==> src/pkg/bdpsc_pkg.sv <==
// Package for the backup domain pin state control block.
// Assumes one 100 MHz clock and an active-low asynchronous reset.
package bdpsc_pkg;

  // ****************************************
  // Device states
  // ****************************************
  typedef enum logic [9:0] {
    BDPSC_POR      = 10'h001,
    BDPSC_EXT_RST  = 10'h002,
    BDPSC_INT_RST  = 10'h004,
    BDPSC_RUN      = 10'h008,
    BDPSC_LOWPWR   = 10'h010,
    BDPSC_DS_RTC   = 10'h020,
    BDPSC_DS_STOP  = 10'h040,
    BDPSC_DS_RET   = 10'h080,
    BDPSC_VBAT_RTC = 10'h100,
    BDPSC_VBAT_RET = 10'h200
  } bdpsc_state_t;

  // Code of the device state request input
  typedef enum logic [3:0] {
    BDPSC_REQ_RUN      = 4'h0,
    BDPSC_REQ_SLEEP    = 4'h1,
    BDPSC_REQ_TIMER    = 4'h2,
    BDPSC_REQ_RTC      = 4'h3,
    BDPSC_REQ_STOP     = 4'h4,
    BDPSC_REQ_DS_RTC   = 4'h5,
    BDPSC_REQ_DS_STOP  = 4'h6,
    BDPSC_REQ_DS_RET   = 4'h7,
    BDPSC_REQ_VBAT_RTC = 4'h8,
    BDPSC_REQ_VBAT_RET = 4'h9,
    BDPSC_REQ_INT_RST  = 4'hA
  } bdpsc_req_t;

  // ****************************************
  // Pin function selection
  // ****************************************
  typedef enum logic [2:0] {
    BDPSC_FN_GPIO     = 3'h0,
    BDPSC_FN_SUB_IN   = 3'h1,
    BDPSC_FN_EXT_SUB  = 3'h2,
    BDPSC_FN_OSC_OUT  = 3'h3,
    BDPSC_FN_RESOURCE = 3'h4
  } bdpsc_func_t;

  localparam int BDPSC_NPINS = 4;
  localparam logic BDPSC_STOP_CTL_HALT = 1'b1;
  localparam logic BDPSC_FORCED_IN = 1'b0;

endpackage

==> src/pkg/bdpsc_pin_if.sv <==
// Interface carrying one pin's decided state from the main block to the pad stage.
// Assumes it is instantiated inside the top module.
`timescale 1ns/10ps
interface bdpsc_pin_if;
  logic hold;
  logic hiz;
  logic in_en;
  logic force_zero;
  logic out_val;
  logic oe_val;
  modport ctl (output hold, output hiz, output in_en, output force_zero, output out_val, output oe_val);
  modport pad (input hold, input hiz, input in_en, input force_zero, input out_val, input oe_val);
endinterface

==> src/rtl/bdpsc_pad.sv <==
// Pad stage of one backup domain pin: holds the last driven level while asked to.
// Assumes a control interface driven on the same clock.
`timescale 1ns/10ps
module bdpsc_pad (
  input wire logic clock,
  input wire logic arst_n,
  bdpsc_pin_if.pad ctl,
  input wire logic pin_i,
  output logic pin_o,
  output logic pin_oe,
  output logic core_in
);
  import bdpsc_pkg::*;

  logic out_q;
  logic oe_q;
  logic in_q;
  logic out_d;
  logic oe_d;
  logic in_d;

  // Hi-Z and forced zero override hold; held pins keep their last state unless input enabled; others follow the requested drive
  assign out_d = ctl.hold ? out_q : ctl.out_val;
  assign oe_d = ctl.hiz ? 1'b0 : (ctl.hold ? oe_q : ctl.oe_val);
  assign in_d = ctl.force_zero ? BDPSC_FORCED_IN : (ctl.in_en ? pin_i : (ctl.hold ? in_q : BDPSC_FORCED_IN));

  always_ff @(posedge clock or negedge arst_n) begin
    if (!arst_n) begin
      out_q <= 1'b0;
      oe_q <= 1'b0;
      in_q <= 1'b0;
    end else begin
      out_q <= out_d;
      oe_q <= oe_d;
      in_q <= in_d;
    end
  end

  assign pin_o = out_q;
  assign pin_oe = oe_q;
  assign core_in = in_q;
endmodule

==> src/rtl/bdpsc_top.sv <==
// Backup domain pin state control: picks each pin's state from device state and function.
// Assumes pin inputs, power-on and external reset are asynchronous; all other inputs come from logic on this clock.
// Function
// Both supplies powering up apply power-on pin states to every backup pin.
// Sub-clock input pins stay input enabled; hold in backup-only RTC and retention.
// During power-on reset the oscillator output pin is high-impedance with input 0.
// Low-power states hold the oscillator output pin; stopped oscillator makes it Hi-Z.
// Stop-control bit 0 keeps oscillator output held and oscillation running.
// Stop-control bit 1 halts oscillation on Stop or Deep Standby Stop entry.
// External sub-clock pin disabled at power-on, then holds in every later state.
`timescale 1ns/10ps
module bdpsc_top #(
  parameter int NPINS = bdpsc_pkg::BDPSC_NPINS
) (
  input wire logic clock,
  input wire logic arst_n,
  input wire logic por_active,
  input wire logic external_reset_n,
  input wire logic [3:0] state_req,
  input wire logic standby_pin_level_sel,
  input wire logic sub_osc_stop_ctl,
  input wire logic [3*NPINS-1:0] pin_func,
  input wire logic [NPINS-1:0] gpio_out,
  input wire logic [NPINS-1:0] gpio_oe,
  input wire logic [NPINS-1:0] pin_i,
  output logic [NPINS-1:0] pin_o,
  output logic [NPINS-1:0] pin_oe,
  output logic [NPINS-1:0] core_in,
  output logic sub_osc_run,
  output logic [9:0] dev_state
);
  import bdpsc_pkg::*;

  // ****************************************
  // Input synchronisers
  // ****************************************
  logic [NPINS-1:0] pin_s1_q;
  logic [NPINS-1:0] pin_s2_q;
  logic por_s1_q;
  logic por_s2_q;
  logic xrst_s1_q;
  logic xrst_s2_q;

  always_ff @(posedge clock or negedge arst_n) begin
    if (!arst_n) begin
      pin_s1_q <= '0;
      pin_s2_q <= '0;
      por_s1_q <= 1'b1;
      por_s2_q <= 1'b1;
      xrst_s1_q <= 1'b0;
      xrst_s2_q <= 1'b0;
    end else begin
      pin_s1_q <= pin_i;
      pin_s2_q <= pin_s1_q;
      por_s1_q <= por_active;
      por_s2_q <= por_s1_q;
      xrst_s1_q <= external_reset_n;
      xrst_s2_q <= xrst_s1_q;
    end
  end

  // ****************************************
  // Device state machine
  // ****************************************
  bdpsc_state_t state_q;
  bdpsc_state_t state_d;
  bdpsc_state_t req_state;
  bdpsc_req_t req;

  assign req = bdpsc_req_t'(state_req);

  always_comb begin
    unique case (req)
      BDPSC_REQ_RUN, BDPSC_REQ_SLEEP: req_state = BDPSC_RUN;
      BDPSC_REQ_TIMER, BDPSC_REQ_RTC, BDPSC_REQ_STOP: req_state = BDPSC_LOWPWR;
      BDPSC_REQ_DS_RTC: req_state = BDPSC_DS_RTC;
      BDPSC_REQ_DS_STOP: req_state = BDPSC_DS_STOP;
      BDPSC_REQ_DS_RET: req_state = BDPSC_DS_RET;
      BDPSC_REQ_VBAT_RTC: req_state = BDPSC_VBAT_RTC;
      BDPSC_REQ_VBAT_RET: req_state = BDPSC_VBAT_RET;
      BDPSC_REQ_INT_RST: req_state = BDPSC_INT_RST;
      default: req_state = BDPSC_RUN;
    endcase
  end

  // Power-on overrides everything, then external reset
  assign state_d = por_s2_q ? BDPSC_POR : (!xrst_s2_q ? BDPSC_EXT_RST : req_state);

  always_ff @(posedge clock or negedge arst_n) begin
    if (!arst_n) begin
      state_q <= BDPSC_POR;
    end else begin
      state_q <= state_d;
    end
  end

  assign dev_state = state_q;

  // ****************************************
  // Sub oscillator stop control
  // ****************************************
  logic stop_entry;
  logic osc_run_q;
  logic osc_run_d;

  assign stop_entry = (req == BDPSC_REQ_STOP) || (req == BDPSC_REQ_DS_STOP);
  // Halt on stop entry only when the control bit asks for it; restart outside stop
  assign osc_run_d = (stop_entry && sub_osc_stop_ctl == BDPSC_STOP_CTL_HALT) ? 1'b0
                   : (stop_entry ? osc_run_q : 1'b1);

  always_ff @(posedge clock or negedge arst_n) begin
    if (!arst_n) begin
      osc_run_q <= 1'b1;
    end else begin
      osc_run_q <= osc_run_d;
    end
  end

  assign sub_osc_run = osc_run_q;

  // ****************************************
  // Per-pin state decision
  // ****************************************
  logic in_por;
  logic in_vbat;
  logic in_lowpwr;

  assign in_por = (state_q == BDPSC_POR);
  assign in_vbat = (state_q == BDPSC_VBAT_RTC) || (state_q == BDPSC_VBAT_RET);
  assign in_lowpwr = (state_q == BDPSC_LOWPWR) || (state_q == BDPSC_DS_RTC) || (state_q == BDPSC_DS_STOP);

  genvar g;
  generate
    for (g = 0; g < NPINS; g++) begin : g_pin
      bdpsc_pin_if pif ();
      bdpsc_func_t fn;
      logic run_like;

      assign fn = bdpsc_func_t'(pin_func[3*g +: 3]);
      assign run_like = (state_q == BDPSC_RUN) && (fn == BDPSC_FN_GPIO || fn == BDPSC_FN_RESOURCE);

      // Sub clock input enabled everywhere but the backup-only RTC and retention states
      assign pif.in_en = (fn == BDPSC_FN_SUB_IN) && !in_vbat;
      // Power-on floats every pin; low-power with a halted oscillator floats its output
      assign pif.hiz = in_por
                     || (fn == BDPSC_FN_OSC_OUT && in_lowpwr && !osc_run_q);
      assign pif.force_zero = in_por && (fn == BDPSC_FN_OSC_OUT || fn == BDPSC_FN_EXT_SUB
                                         || fn == BDPSC_FN_GPIO);
      // Only run state lets software drive; all other states except power-on hold
      assign pif.hold = !run_like && !in_por;
      assign pif.out_val = gpio_out[g];
      assign pif.oe_val = gpio_oe[g] && run_like;

      bdpsc_pad u_pad (
        .clock(clock),
        .arst_n(arst_n),
        .ctl(pif.pad),
        .pin_i(pin_s2_q[g]),
        .pin_o(pin_o[g]),
        .pin_oe(pin_oe[g]),
        .core_in(core_in[g])
      );
    end
  endgenerate

  // Level select only affects pull-ups outside this block; kept for completeness
  logic spl_unused;
  assign spl_unused = standby_pin_level_sel;

endmodule

==> config.mk <==
export PLATFORM = sky130hd
export DESIGN_NAME = bdpsc_top
export DESIGN_NICKNAME = d
export VERILOG_FILES = /design/src/pkg/bdpsc_pkg.sv /design/src/pkg/bdpsc_pin_if.sv /design/src/rtl/bdpsc_pad.sv /design/src/rtl/bdpsc_top.sv
export SDC_FILE = /design/constraint.sdc
export NUM_CORES = 1
export LEC_CHECK = 0
export ABC_CLOCK_PERIOD_IN_PS = 3060
export BUFFER_PORTS_ARGS = -buffer_cell sky130_fd_sc_hd__buf_2
export CORE_MARGIN = 1.5
export CORE_UTILIZATION = 54
export CTS_BUF_LIST = sky130_fd_sc_hd__clkbuf_2 sky130_fd_sc_hd__clkbuf_4 sky130_fd_sc_hd__clkbuf_8
export DETAILED_ROUTE_END_ITERATION = 8
export PLACE_DENSITY_LB_ADDON = 0.12
export SYNTH_ARGS = -nofsm -noshare
export SYNTH_HDL_FRONTEND = slang
export SYNTH_HIERARCHICAL = 1
export SYNTH_SLANG_ARGS = --single-unit
export TNS_END_PERCENT = 5
==> constraint.sdc <==
create_clock -name clock -period 3.06 [get_ports clock]
set_input_delay 0.306 -clock clock [delete_from_list [all_inputs] [get_ports clock]]
set_output_delay 0.306 -clock clock [all_outputs]
set_load 0.02 [all_outputs]
==> results of run 1 <==
-- worst reg2reg max path: cells and delay by family (launching register included) --
kind | cells | cell delay [ns]
mux | 1 | 0.32
simple gates | 4 | 1.08
flops | 1 | 0.45
-- final timing paths --
path	cells after the start	end	slack (ns)
setup / recovery	5	g_pin[3].u_pad/pin_o$_DFFE_PN0N_	1.12
hold / removal	1	dev_state[8]$_DFF_PN0_	0.03
setup reg to reg	5	g_pin[3].u_pad/pin_o$_DFFE_PN0N_	1.12
hold reg to reg	0	pin_s2_q[3]$_DFF_PN0_	0.36
max in group asynchronous	1	g_pin[3].u_pad/pin_oe$_DFFE_PN0P_	2.55
min in group clock	1	por_s1_q$_DFF_PN1_	0.05
-- report_power, final --
part	switching [µW]	internal, µW	leakage, µW	total [µW]
clock network	160	197	0.0000489	358
registers	13.3	490	0.000439	503
logic	81.4	62.9	0.000500	144
total	255	750	0.000988	1010
-- kinds of logic after synthesis --
logic type | synth area share [%]
AND/OR/NAND/NOR | 29.1
flip-flops | 57.9
AO/OA/AOI/OAI | 4.28
multiplexers | 7.24
XOR/XNOR | 1.15
buffers and inverters | 0.247
-- stage by stage --
stage / instance area (µm²) / util, % / std cells / worst slack (ns) / power [µW]
after global placement: 1830 / 67.7 / 217 / 1.19 / 654
after global routing: 1920 / 71.0 / 225 / 0.964 / 1050
after CTS: 1920 / 71.0 / 225 / 1.12 / 1020
final: 1920 / 71.0 / 225 / 1.12 / 1010
after floorplan: 1520 / - / 131 / 1.34 / 591
after detailed placement: 1830 / 67.7 / 217 / 1.16 / 657
-- state kept, by name (all words and copies together), names as in the netlist --
signal and flops:
pin_s1_q 4, g_pin.u_pad/pin_oe 4, g_pin.u_pad/core_in 4, xrst_s1_q 1, g_pin.u_pad/pin_o 4, xrst_s2_q 1, por_s1_q 1, sub_osc_run 1
pin_s2_q 4, dev_state 10, por_s2_q 1
-- cell type report --
cell class / count / area (µm²) / area share (%)
tap: 31 / 38.8 / 2.02
clock inverter: 2 / 38.8 / 2.02
inverter: 1 / 3.75 / 0.195
timing repair buffer: 55 / 275 / 14.3
clock buffer: 6 / 51.3 / 2.67
sequential: 35 / 881 / 45.8
multi-input combinational: 95 / 636 / 33.0
-- placed cells by master, fill, tap and decap left out --
master / n
nand2b_1: 4
a21oi_1: 9
and2_1: 4
nor2b_1: 5
xor2_1: 2
inv_6: 1
mux2i_1: 5
nand2_1: 7
nor3_1: 9
nor4b_1: 5
buf_2: 55
nand4_1: 1
nand3_2: 1
dfrtp_1: 31
mux2_4: 4
dfstp_2: 4
clkbuf_8: 1
nor3b_1: 1
bufinv_16: 1
inv_1: 1
o21ai_0: 2
nor3_2: 4
nor4_4: 1
and4_2: 1
nand3b_1: 6
clkbuf_4: 5
nor2_1: 19
o211a_1: 1
nand4b_1: 4
-- metal layers --
metal | wire length [µm] | vias to the layer above | GRT usage (%)
met5 | 0 | - | 0
met4 | 70 | 0 | 12.9
met3 | 167 | 10 | 5.81
met2 | 1470 | 39 | 33.9
met1 | 1310 | 554 | 25.4
li1 | - | 595 | -
==> metrics.md, run 1 <==
| Metric | Value |
|---|---|
| Outcome | completed |
| Share of cells above drive strength 1 | 40.2% |
| Number of port buffers | 55 |
| # IOs | 57 |
| RSZ-0062 raised after global routing | false |
| Post-cts hold buffer count | 0 |
| Clock-pin slew on the worst setup and hold paths | 0.11 ns |
| Max Buffers Root-to-Sink | 2 |
| Initial antenna violation count | 0 |
| Count of cell types in the netlist | 24 |
| Worst path arrival time | 2.17 ns |
| Worst r2r src | dev_state[4]$_DFF_PN0_ |
| Critical Path Slowest Stage Cell | dfrtp_1 |
| Main area contributors after synthesis | dfrtp_1 51%, dfstp_2 6.9%, nor2_1 4.7% |
| Final Net Count | 227 |
| Static leakage | 0.000988 µW |
| Detailed Routing Iterations Pass 1 | 4 |
| Crit Path Class | reg2reg |
| Most frequent cell after synthesis | dfrtp_1 |
| Main flop type after synthesis | dfrtp_1 |
| Rows | 19 |
| Average routed wire per standard cell | 13.4 µm |
| Largest net degree at the start of global routing | 36 |
| Residual DRC | 0 |
| Die Area | 3140 µm² |
| Peak supply drop | 0.541 mV |
| Buffer count from post-CTS setup fixing | 0 |
| CP Capture Type | register |
| CP Launch Type | register |
| Starting Density | 56.1% |
| Post-CTS sizing | 0 |
| Highest Clock Rate | 0.514 GHz |
| Period utilization | 63.6% |
| Clk_skew | 0.00968 ns |
| Sequential element share of the synthesized area | 57.9% |
| Cell Pwr Density | 522 nW/µm² |
| Grt total ovfl | 0 |
| CTS tree | done |
| Placer congestion estimate | 0.845 |
| Global-route wire length before repair | 5090 µm |
| Clk_lat worst skew | 0.34 ns |
| Worst-path fanout max | 5 |
| Diodes inserted | 0 |
| Post-DP HPWL | 2210 µm |
| Num Clock Sinks | 35 |
| GRT Total Usage | 21.2% |
| CTS H-tree depth | 2 |
| Synth top area share | 51.0% |
| Final setup violation count | 0 |
| CP Cell Sequence | nor4_4, nand2_1, nor2_1, nor2_1, mux2_4 |
| Mapped Cells | 131 |
| Area growth syn-to-layout | 26.6% |
| Synth Register Bits | 35 |
| Drt initial violations | 47 |
| Syn Nets | 165 |
| Ys async rst share | 100% |
| Core footprint | 2710 µm² |
| Crit-path max cell delay | 0.45 ns |
| Avg Cell Area, Syn | 11.6 µm² |
| Min Tclk post-route | 1.94 ns |
| Critical Path RT | 3.29 ns |
| Max Cap Viol | 0 |
| Top cells by count, synth | 31 x dfrtp_1, 19 x nor2_1, 9 x a21oi_1, 9 x nor3_1, 7 x nand2_1 |
| EDFF count, synth | 0 |
| Yosys warnings | 6 |
| Num CTS Buffers | 5 |
| Final hold vios | 0 |
| Die H | 56.1 µm |
| Die X | 56.1 µm |
| Post-route ant nets | 0 |
| Mapped cell area | 1520 µm² |
| Routed WL | 3020 µm |
| WHS | 0.0320 ns |
| CP bufs+invs | 0 |
| Most used cell, CP | nor2_1 |
| Via density | 5.32 |
| Family with the most delay on the worst path | simple AND/OR/NAND/NOR gates |
| Max-slew headroom | 49.0% |
| Root buffer selected by CTS | clkbuf_4 |
| Vias in the first global route | 1166 |
| Worst Hold Class | in2async |
| Crit path from | dev_state[4]$_DFF_PN0_ |
| Fin. max-slew vios | 0 |
| Routed via count | 1198 |
| Fill count | 194 |
| Worst-Margin Slew | 0.765 ns |
| Synth area leader | dfrtp_1 |
| Setup TNS | 0 ns |
No activity file was read; power rests on OpenSTA's default activity.
==> run 2, diff against run 1 <==
--- a/config.mk
+++ b/config.mk
@@ -5,10 +5,11 @@
 export SDC_FILE = /design/constraint.sdc
 export NUM_CORES = 1
 export LEC_CHECK = 0
-export ABC_CLOCK_PERIOD_IN_PS = 3060
+export ABC_AREA = 1
+export ABC_CLOCK_PERIOD_IN_PS = 2000
 export BUFFER_PORTS_ARGS = -buffer_cell sky130_fd_sc_hd__buf_2
 export CORE_MARGIN = 1.5
-export CORE_UTILIZATION = 54
+export CORE_UTILIZATION = 51
 export CTS_BUF_LIST = sky130_fd_sc_hd__clkbuf_2 sky130_fd_sc_hd__clkbuf_4 sky130_fd_sc_hd__clkbuf_8
 export DETAILED_ROUTE_END_ITERATION = 8
 export PLACE_DENSITY_LB_ADDON = 0.12
==> constraint.sdc (replaced) <==
create_clock -name clock -period 2 [get_ports clock]
set_input_delay 0.2 -clock clock [delete_from_list [all_inputs] [get_ports clock]]
set_output_delay 0.2 -clock clock [all_outputs]
set_load 0.02 [all_outputs]
==> run 2 against run 1 <==
Net effect: clock power up 6.7%; die area up 14%; sequential power up 58%; non-clock buffer count up 8; critical endpoint is now g_pin[1].u_pad/pin_oe$_DFFE_PN0P_; largest cell class unchanged.
==> metrics.md, run 2 <==
| Metric | Value |
|---|---|
| Non-Filler Instances | 327 (+45%) |
| Worst Hold Class | in2reg |
| Clock-pin slew on the worst setup and hold paths | 0.10 ns (about the same) |
| Detailed Routing Iterations Pass 1 | 4 (unchanged) |
| Final setup violation count | 0 (unchanged) |
| Number of port buffers | 55 (unchanged) |
| Top cells by count, synth | 44 x nand2_1, 41 x nor2_1, 40 x inv_1, 31 x dfrtp_1, 14 x nand3_1 |
| Yosys warnings | 6 (unchanged) |
| CTS tree | done |
| Post-DP HPWL | 2420 µm (+9.1%) |
| Largest net degree at the start of global routing | 36 (unchanged) |
| Starting Density | 53.8% (-2.3 points) |
| Crit Path Class | reg2reg |
| Final Net Count | 316 (+39%) |
| EDFF count, synth | 0 (unchanged) |
| Placer congestion estimate | 0.770 (-8.8%) |
| Sequential element share of the synthesized area | 53.2% (-4.7 points) |
| CTS H-tree depth | 2 (unchanged) |
| Final Power | 1480 µW (+47%) |
| GRT Total Usage | 21.2% (about the same) |
| Setup TNS | 0 ns (unchanged) |
| Main flop type after synthesis | dfrtp_1 |
| Post-CTS sizing | 0 (unchanged) |
| Fin. max-slew vios | 0 (unchanged) |
| Max Buffers Root-to-Sink | 2 (unchanged) |
| Max reg flops | 10 (unchanged) |
| Outcome | completed |
| Core footprint | 3080 µm² (+14%) |
| Area growth syn-to-layout | 27.6% |
| Mapped cell area | 1660 µm² (+8.9%) |
| Mapped Cells | 213 (+63%) |
| Root buffer selected by CTS | clkbuf_4 |
| Post-route ant nets | 0 (unchanged) |
| Ys async rst share | 100% (unchanged) |
| Post-placement cell count | 311 (+43%) |
| Diodes inserted | 0 (unchanged) |
| Clk_skew | 0.00521 ns (-0.00447 ns) |
| Global-route wire length before repair | 5590 µm (+9.9%) |
| Final hold vios | 0 (unchanged) |
| Residual DRC | 0 (unchanged) |
| Peak supply drop | 0.481 mV (-11%) |
| Drt initial violations | 26 (-45%) |
| Routed WL | 3280 µm (+8.7%) |
| Avg Cell Area, Syn | 7.77 µm² (-33%) |
| Via density | 4.45 (-16%) |
| Max-slew headroom | 50.6% (+1.6 points) |
| RSZ-0062 raised after global routing | false |
| Grt total ovfl | 0 (unchanged) |
| Max Cap Viol | 0 (unchanged) |
| Share of cells above drive strength 1 | 28.6% (-12 points) |
| CP Launch Type | register |
| Num Clock Sinks | 35 (unchanged) |
| Cell Pwr Density | 701 nW/µm² (+34%) |
| # IOs | 57 (unchanged) |
| Rows | 20 (+1) |
| Critical Path RT | 2.23 ns (-1.06 ns) |
| Period utilization | 78.4% (+15 points) |
| Most frequent cells in the layout | 55 x buf_2, 44 x nand2_1, 41 x nor2_1 |
| Commonest non-fill, non-tap cell in the layout | buf_2 |
| Die X | 60.0 µm (+7.0%) |
| Fill count | 284 (+46%) |
| Static leakage | 0.00124 µW (+25%) |
| Syn Nets | 247 (+50%) |
| Routed via count | 1456 (+22%) |
| CP Capture Type | register |
| Average routed wire per standard cell | 10.0 µm (-25%) |
| Die H | 60.0 µm (+7.0%) |
| Count of cell types in the netlist | 17 (-29%) |
| Worst-Margin Slew | 0.740 ns (-0.0244 ns) |
| Worst-path fanout max | 12 (+7) |
| Worst path arrival time | 1.80 ns (-0.37 ns) |
| Clk_lat worst skew | 0.34 ns (about the same) |
| Min Tclk post-route | 1.57 ns (-0.377 ns) |
| Synth Register Bits | 35 (unchanged) |
| Num CTS Buffers | 5 (unchanged) |
| Initial antenna violation count | 0 (unchanged) |
| Highest Clock Rate | 0.638 GHz (+24%) |
| Synth top area share | 46.9% (-4.2 points) |
| Most frequent cell after synthesis | nand2_1 |
| Main area contributors after synthesis | dfrtp_1 47%, nand2_1 10%, nor2_1 9.3% |
| Vias in the first global route | 1375 (+18%) |
| Synth area leader | dfrtp_1 |
| Buffer count from post-CTS setup fixing | 0 (unchanged) |
| Die Area | 3600 µm² (+14%) |
## run 2: cell count changes after synthesis, sizes merged, moves of 5 or more
cell and change:
nand2 +37, nand3b -6, nor2b -5, nor3 -11
inv +40, nand3 +14, nor4b -5, nor2 +33
o21ai +6, mux2i -5
## run 2: per-stage QoR
step	utilization (%)	instance area (µm²)	setup slack (ns)	hold slack (ns)
final	68.6	2110	0.432	0.0549
after global routing	68.6	2110	0.238	0.0433
after CTS	68.6	2110	0.423	0.0418
after detailed placement	64.1	1970	0.441	0.307
after global placement	64.1	1970	0.480	0.302
after floorplan	-	1660	0.595	-0.0956
## run 2: final cells by class
| cell class | count | area [µm²] | share of cell area, % |
|---|---|---|---|
| Timing Repair Buffer | 63 | 355 | 16.8 |
| Clock buffer | 7 | 52.6 | 2.49 |
| Sequential cell | 35 | 881 | 41.7 |
| Tap cell | 44 | 55.1 | 2.61 |
| Inverter | 41 | 154 | 7.29 |
| Clock inverter | 1 | 5.00 | 0.237 |
| Multi-Input combinational cell | 136 | 609 | 28.9 |
## run 2: what timing repair did
item / 4_1_cts / 5_1_grt
hold endpoints to repair: 38 / 0
endpoints found under the setup margin: 0 / 0
hold buffers: 8 / 0
## run 2: path summary, 6_finish.rpt
kind,start,cells after the start,to,slack [ns]
worst max-delay path,dev_state[4]$_DFF_PN0_,8,g_pin[1].u_pad/pin_oe$_DFFE_PN0P_,0.43
worst min-delay path,gpio_out[0],3,g_pin[0].u_pad/pin_o$_DFFE_PN0N_,0.05
worst max register to register,dev_state[4]$_DFF_PN0_,8,g_pin[1].u_pad/pin_oe$_DFFE_PN0P_,0.43
worst min register to register,pin_s1_q[3]$_DFF_PN0_,0,pin_s2_q[3]$_DFF_PN0_,0.36
max in group asynchronous,arst_n,2,xrst_s1_q$_DFF_PN0_,1.08
min in group asynchronous,arst_n,2,g_pin[2].u_pad/core_in$_DFFE_PN0P_,0.45
## run 2: power breakdown
group / internal [µW] / leakage, µW / switching [µW]
clock: 164 / 0.0000361 / 218
sequential: 765 / 0.000435 / 28.3
combinational: 115 / 0.000766 / 189
total: 1040 / 0.00124 / 436
## run 2: kinds of logic after synthesis
kind of cell           Yosys count  share of synthesized area [%]
AND/OR/NAND/NOR                115                           29.6
flip-flops                      35                           53.2
XOR/XNOR                         1                          0.529
AO/OA/AOI/OAI                   20                           6.65
buffers and inverters           42                           9.98
## run 2: worst max-delay path: stages, from the launching register on
cell and delay [ns]:
dfrtp_1 0.42, nor2_2 0.13, nand2_1 0.08, inv_2 0.11
nand3_2 0.26, nand2_1 0.15, inv_1 0.08, o21bai_1 0.17
nor2_1 0.05
## run 2: per-layer routing
metal  track usage, %  wire length (µm)  part of all wire [%]
met1             24.5              1470                    45
met3             7.79               183                   5.6
met4             8.57                67                   2.0
met5                0                 0                     0
met2             35.6              1560                    47
==> run 3, diff against run 2 <==
--- a/config.mk
+++ b/config.mk
@@ -6,10 +6,10 @@
 export NUM_CORES = 1
 export LEC_CHECK = 0
 export ABC_AREA = 1
-export ABC_CLOCK_PERIOD_IN_PS = 2000
+export ABC_CLOCK_PERIOD_IN_PS = 1300
 export BUFFER_PORTS_ARGS = -buffer_cell sky130_fd_sc_hd__buf_2
 export CORE_MARGIN = 1.5
-export CORE_UTILIZATION = 51
+export CORE_UTILIZATION = 46
 export CTS_BUF_LIST = sky130_fd_sc_hd__clkbuf_2 sky130_fd_sc_hd__clkbuf_4 sky130_fd_sc_hd__clkbuf_8
 export DETAILED_ROUTE_END_ITERATION = 8
 export PLACE_DENSITY_LB_ADDON = 0.12
==> constraint.sdc (replaced) <==
create_clock -name clock -period 1.3 [get_ports clock]
set_input_delay 0.13 -clock clock [delete_from_list [all_inputs] [get_ports clock]]
set_output_delay 0.13 -clock clock [all_outputs]
set_load 0.02 [all_outputs]
==> run 3 against run 2 <==
Net effect: the flow now finishes with violations (negative setup slack); clock skew is 0.0076 ns higher; worst hold slack improved by 0.019 ns; worst setup slack lost 0.52 ns; final area is 17% higher; count of clock-buffer cells in the layout down 2; clock power increased by 62%; sequential share of layout area shrank 5.8 points; cell count increased by 9.5%; core utilization rose by 4.3 points; first-iteration DRC count rose to 3.0 times the previous value; non-clock buffer count rose by 28; largest power group unchanged.
==> metrics.md, run 3 (synthesis gave the netlist of run 2 again) <==
| Metric | Value |
|---|---|
| Outcome | complete, but fails checks |
| Failing checks | negative setup slack |
| Final core utilization | 72.9% (+4.3 points) |
| Residual DRC | 0 (unchanged) |
| GRT Total Usage | 21.4% (+0.14 points) |
| CP Capture Type | register |
| Cell Pwr Density | 975 nW/µm² (+39%) |
| CP Launch Type | register |
| Final WS setup | -0.0878 ns (-0.520 ns) |
| Clk_skew | 0.0128 ns (+0.00758 ns) |
| Number of port buffers | 55 (unchanged) |
| Placer congestion estimate | 0.836 (+8.5%) |
| Die H | 63.0 µm (+5.0%) |
| Starting Density | 48.8% (-4.9 points) |
| Vias in the first global route | 1629 (+18%) |
| # IOs | 57 (unchanged) |
| Routed WL | 3880 µm (+18%) |
| Total area of multi-input combinational cells | 716 µm² (+17%) |
| Fin. max-slew vios | 0 (unchanged) |
| Root buffer selected by CTS | clkbuf_4 |
| Clock-pin slew on the worst setup and hold paths | 0.11 ns (about the same) |
| Setup TNS | -0.631 ns (-0.631 ns) |
| Fill count | 277 (-2.5%) |
| Peak supply drop | 0.806 mV (+67%) |
| Worst Hold Class | in2reg |
| Initial antenna violation count | 0 (unchanged) |
| Final setup violation count | 11 (+11) |
| Storage cell area | 887 µm² (+0.71%) |
| Max-slew headroom | 72.4% (+22 points) |
| Core footprint | 3390 µm² (+10%) |
| Worst-Margin Slew | 0.414 ns (-0.326 ns) |
| Worst r2r src | dev_state[4]$_DFF_PN0_ |
| RSZ-0062 raised after global routing | true |
| Via density | 4.58 (+2.9%) |
| Min Tclk post-route | 1.39 ns (-0.180 ns) |
| Post-route ant nets | 0 (unchanged) |
| Num Clock Sinks | 35 (unchanged) |
| Cell area after layout | 2470 µm² (+17%) |
| Reg2reg end | g_pin[3].u_pad/pin_oe$_DFFE_PN0P_ |
| CP Capture Point | g_pin[3].u_pad/pin_oe$_DFFE_PN0P_ |
| Diodes inserted | 0 (unchanged) |
| Share of cells above drive strength 1 | 42.3% (+14 points) |
| Average routed wire per standard cell | 10.8 µm (+8.0%) |
| Final Net Count | 345 (+9.2%) |
| Crit path from | dev_state[4]$_DFF_PN0_ |
| Worst path arrival time | 1.64 ns (-0.16 ns) |
| Post-DP HPWL | 2720 µm (+13%) |
| Routed via count | 1641 (+13%) |
| CTS tree | done |
| Num CTS Buffers | 5 (unchanged) |
| Max Cap Viol | 0 (unchanged) |
| Max Buffers Root-to-Sink | 2 (unchanged) |
| Die Area | 3970 µm² (+10%) |
| Most frequent cells in the layout | 55 x buf_2, 40 x nand2_1, 35 x nor2_1 |
| Critical Path RT | 1.55 ns (-0.68 ns) |
| CTS H-tree depth | 2 (unchanged) |
| Commonest non-fill, non-tap cell in the layout | buf_2 |
| Drt initial violations | 79 (+200%) |
| Clk_lat worst skew | 0.35 ns (about the same) |
| Worst-path fanout max | 4 (-8) |
| Final hold vios | 0 (unchanged) |
| Highest Clock Rate | 0.721 GHz (+13%) |
| Max reg flops | 10 (unchanged) |
| Die X | 63.0 µm (+5.0%) |
| Static leakage | 0.00137 µW (+10%) |
| Setup slack, reg-to-reg | -0.09 ns (-0.52 ns) |
| Largest net degree at the start of global routing | 36 (unchanged) |
| Period utilization | 107% (+28 points) |
| Crit Path Class | reg2reg |
| Grt total ovfl | 0 (unchanged) |
| Post-place instance area | 2140 µm² (+8.3%) |
| Reg2reg path depth | 9 (+1) |
| Global-route wire length before repair | 6670 µm (+19%) |
| Rows | 21 (+5.0%) |
| Detailed Routing Iterations Pass 1 | 4 (unchanged) |
| Area growth syn-to-layout | 49.3% |
run 3: changes by cell type in the layout (fill, tap and decap cells not counted), sizes merged:
cell,previous run,this run
nand3,15,16
buf,55,77
inv,41,42
clkbuf,7,5
dlygate4sd3,8,14
clkinvlp,0,2
clkinv,1,0
run 3: timing repair:
item                                    CTS  global route
hold endpoints to repair                 43             0
endpoints found under the setup margin   12            12
pin swaps                                11             8
hold buffers                             14             0
gates resized for setup                  23             8
setup buffers                             1             1
gates cloned                              1             0
run 3: final cells by class:
type                    instances  area share (%)
multi-input cells             137            29.0
well taps                      46            2.33
clock buffers                   5            1.52
clock inverters                 3           0.962
flip-flops and latches         35            35.9
repair buffers                 91            24.1
inverters                      41            6.23
run 3: where the power goes:
part,switching (µW),internal [µW]
Combinational,331,236
Sequential,45.2,1180
Clock,402,216
Total,779,1630
run 3: critical path: stages, from the launching register on:
cell      delay (ns)
dfrtp_2         0.44
nor2_4          0.12
nand2_2         0.07
nor2_1          0.10
buf_4           0.16
nand3_2         0.09
nand2_2         0.07
inv_2           0.06
o21bai_1        0.13
nor2_1          0.06
run 3: how the worst min path moves through the flow:
stage / startpoint / end / slack [ns] / cells past startpoint
floorplan: arst_n / dev_state[1]$_DFF_PN0_ / -0.17 / 0
global placement: arst_n / g_pin[1].u_pad/pin_oe$_DFFE_PN0P_ / 0.18 / 2
detailed placement: arst_n / g_pin[1].u_pad/pin_oe$_DFFE_PN0P_ / 0.18 / 2
CTS: state_req[3] / dev_state[2]$_DFF_PN0_ / 0.07 / 3
global route: state_req[3] / dev_state[8]$_DFF_PN0_ / 0.09 / 3
finish: state_req[3] / dev_state[2]$_DFF_PN0_ / 0.07 / 3
run 3: per-layer routing:
layer	track usage [%]	share of wire (%)	up-vias
li1	-	-	841
met5	0	0	-
met3	6.13	5.4	8
met4	7.22	1.5	0
met1	22.9	41	745
met2	39.8	52	47
run 3: through the flow:
stage	setup WS [ns]	hold WS (ns)	total power, µW	std cells
5_1_grt	-0.203	0.0893	2550	358
2_1_floorplan	-0.0586	-0.166	1520	213
3_5_place_dp	-0.129	0.183	1740	333
3_3_place_gp	-0.101	0.180	1720	333
6_report	-0.0878	0.0742	2410	358
4_1_cts	-0.0646	0.0667	2420	357
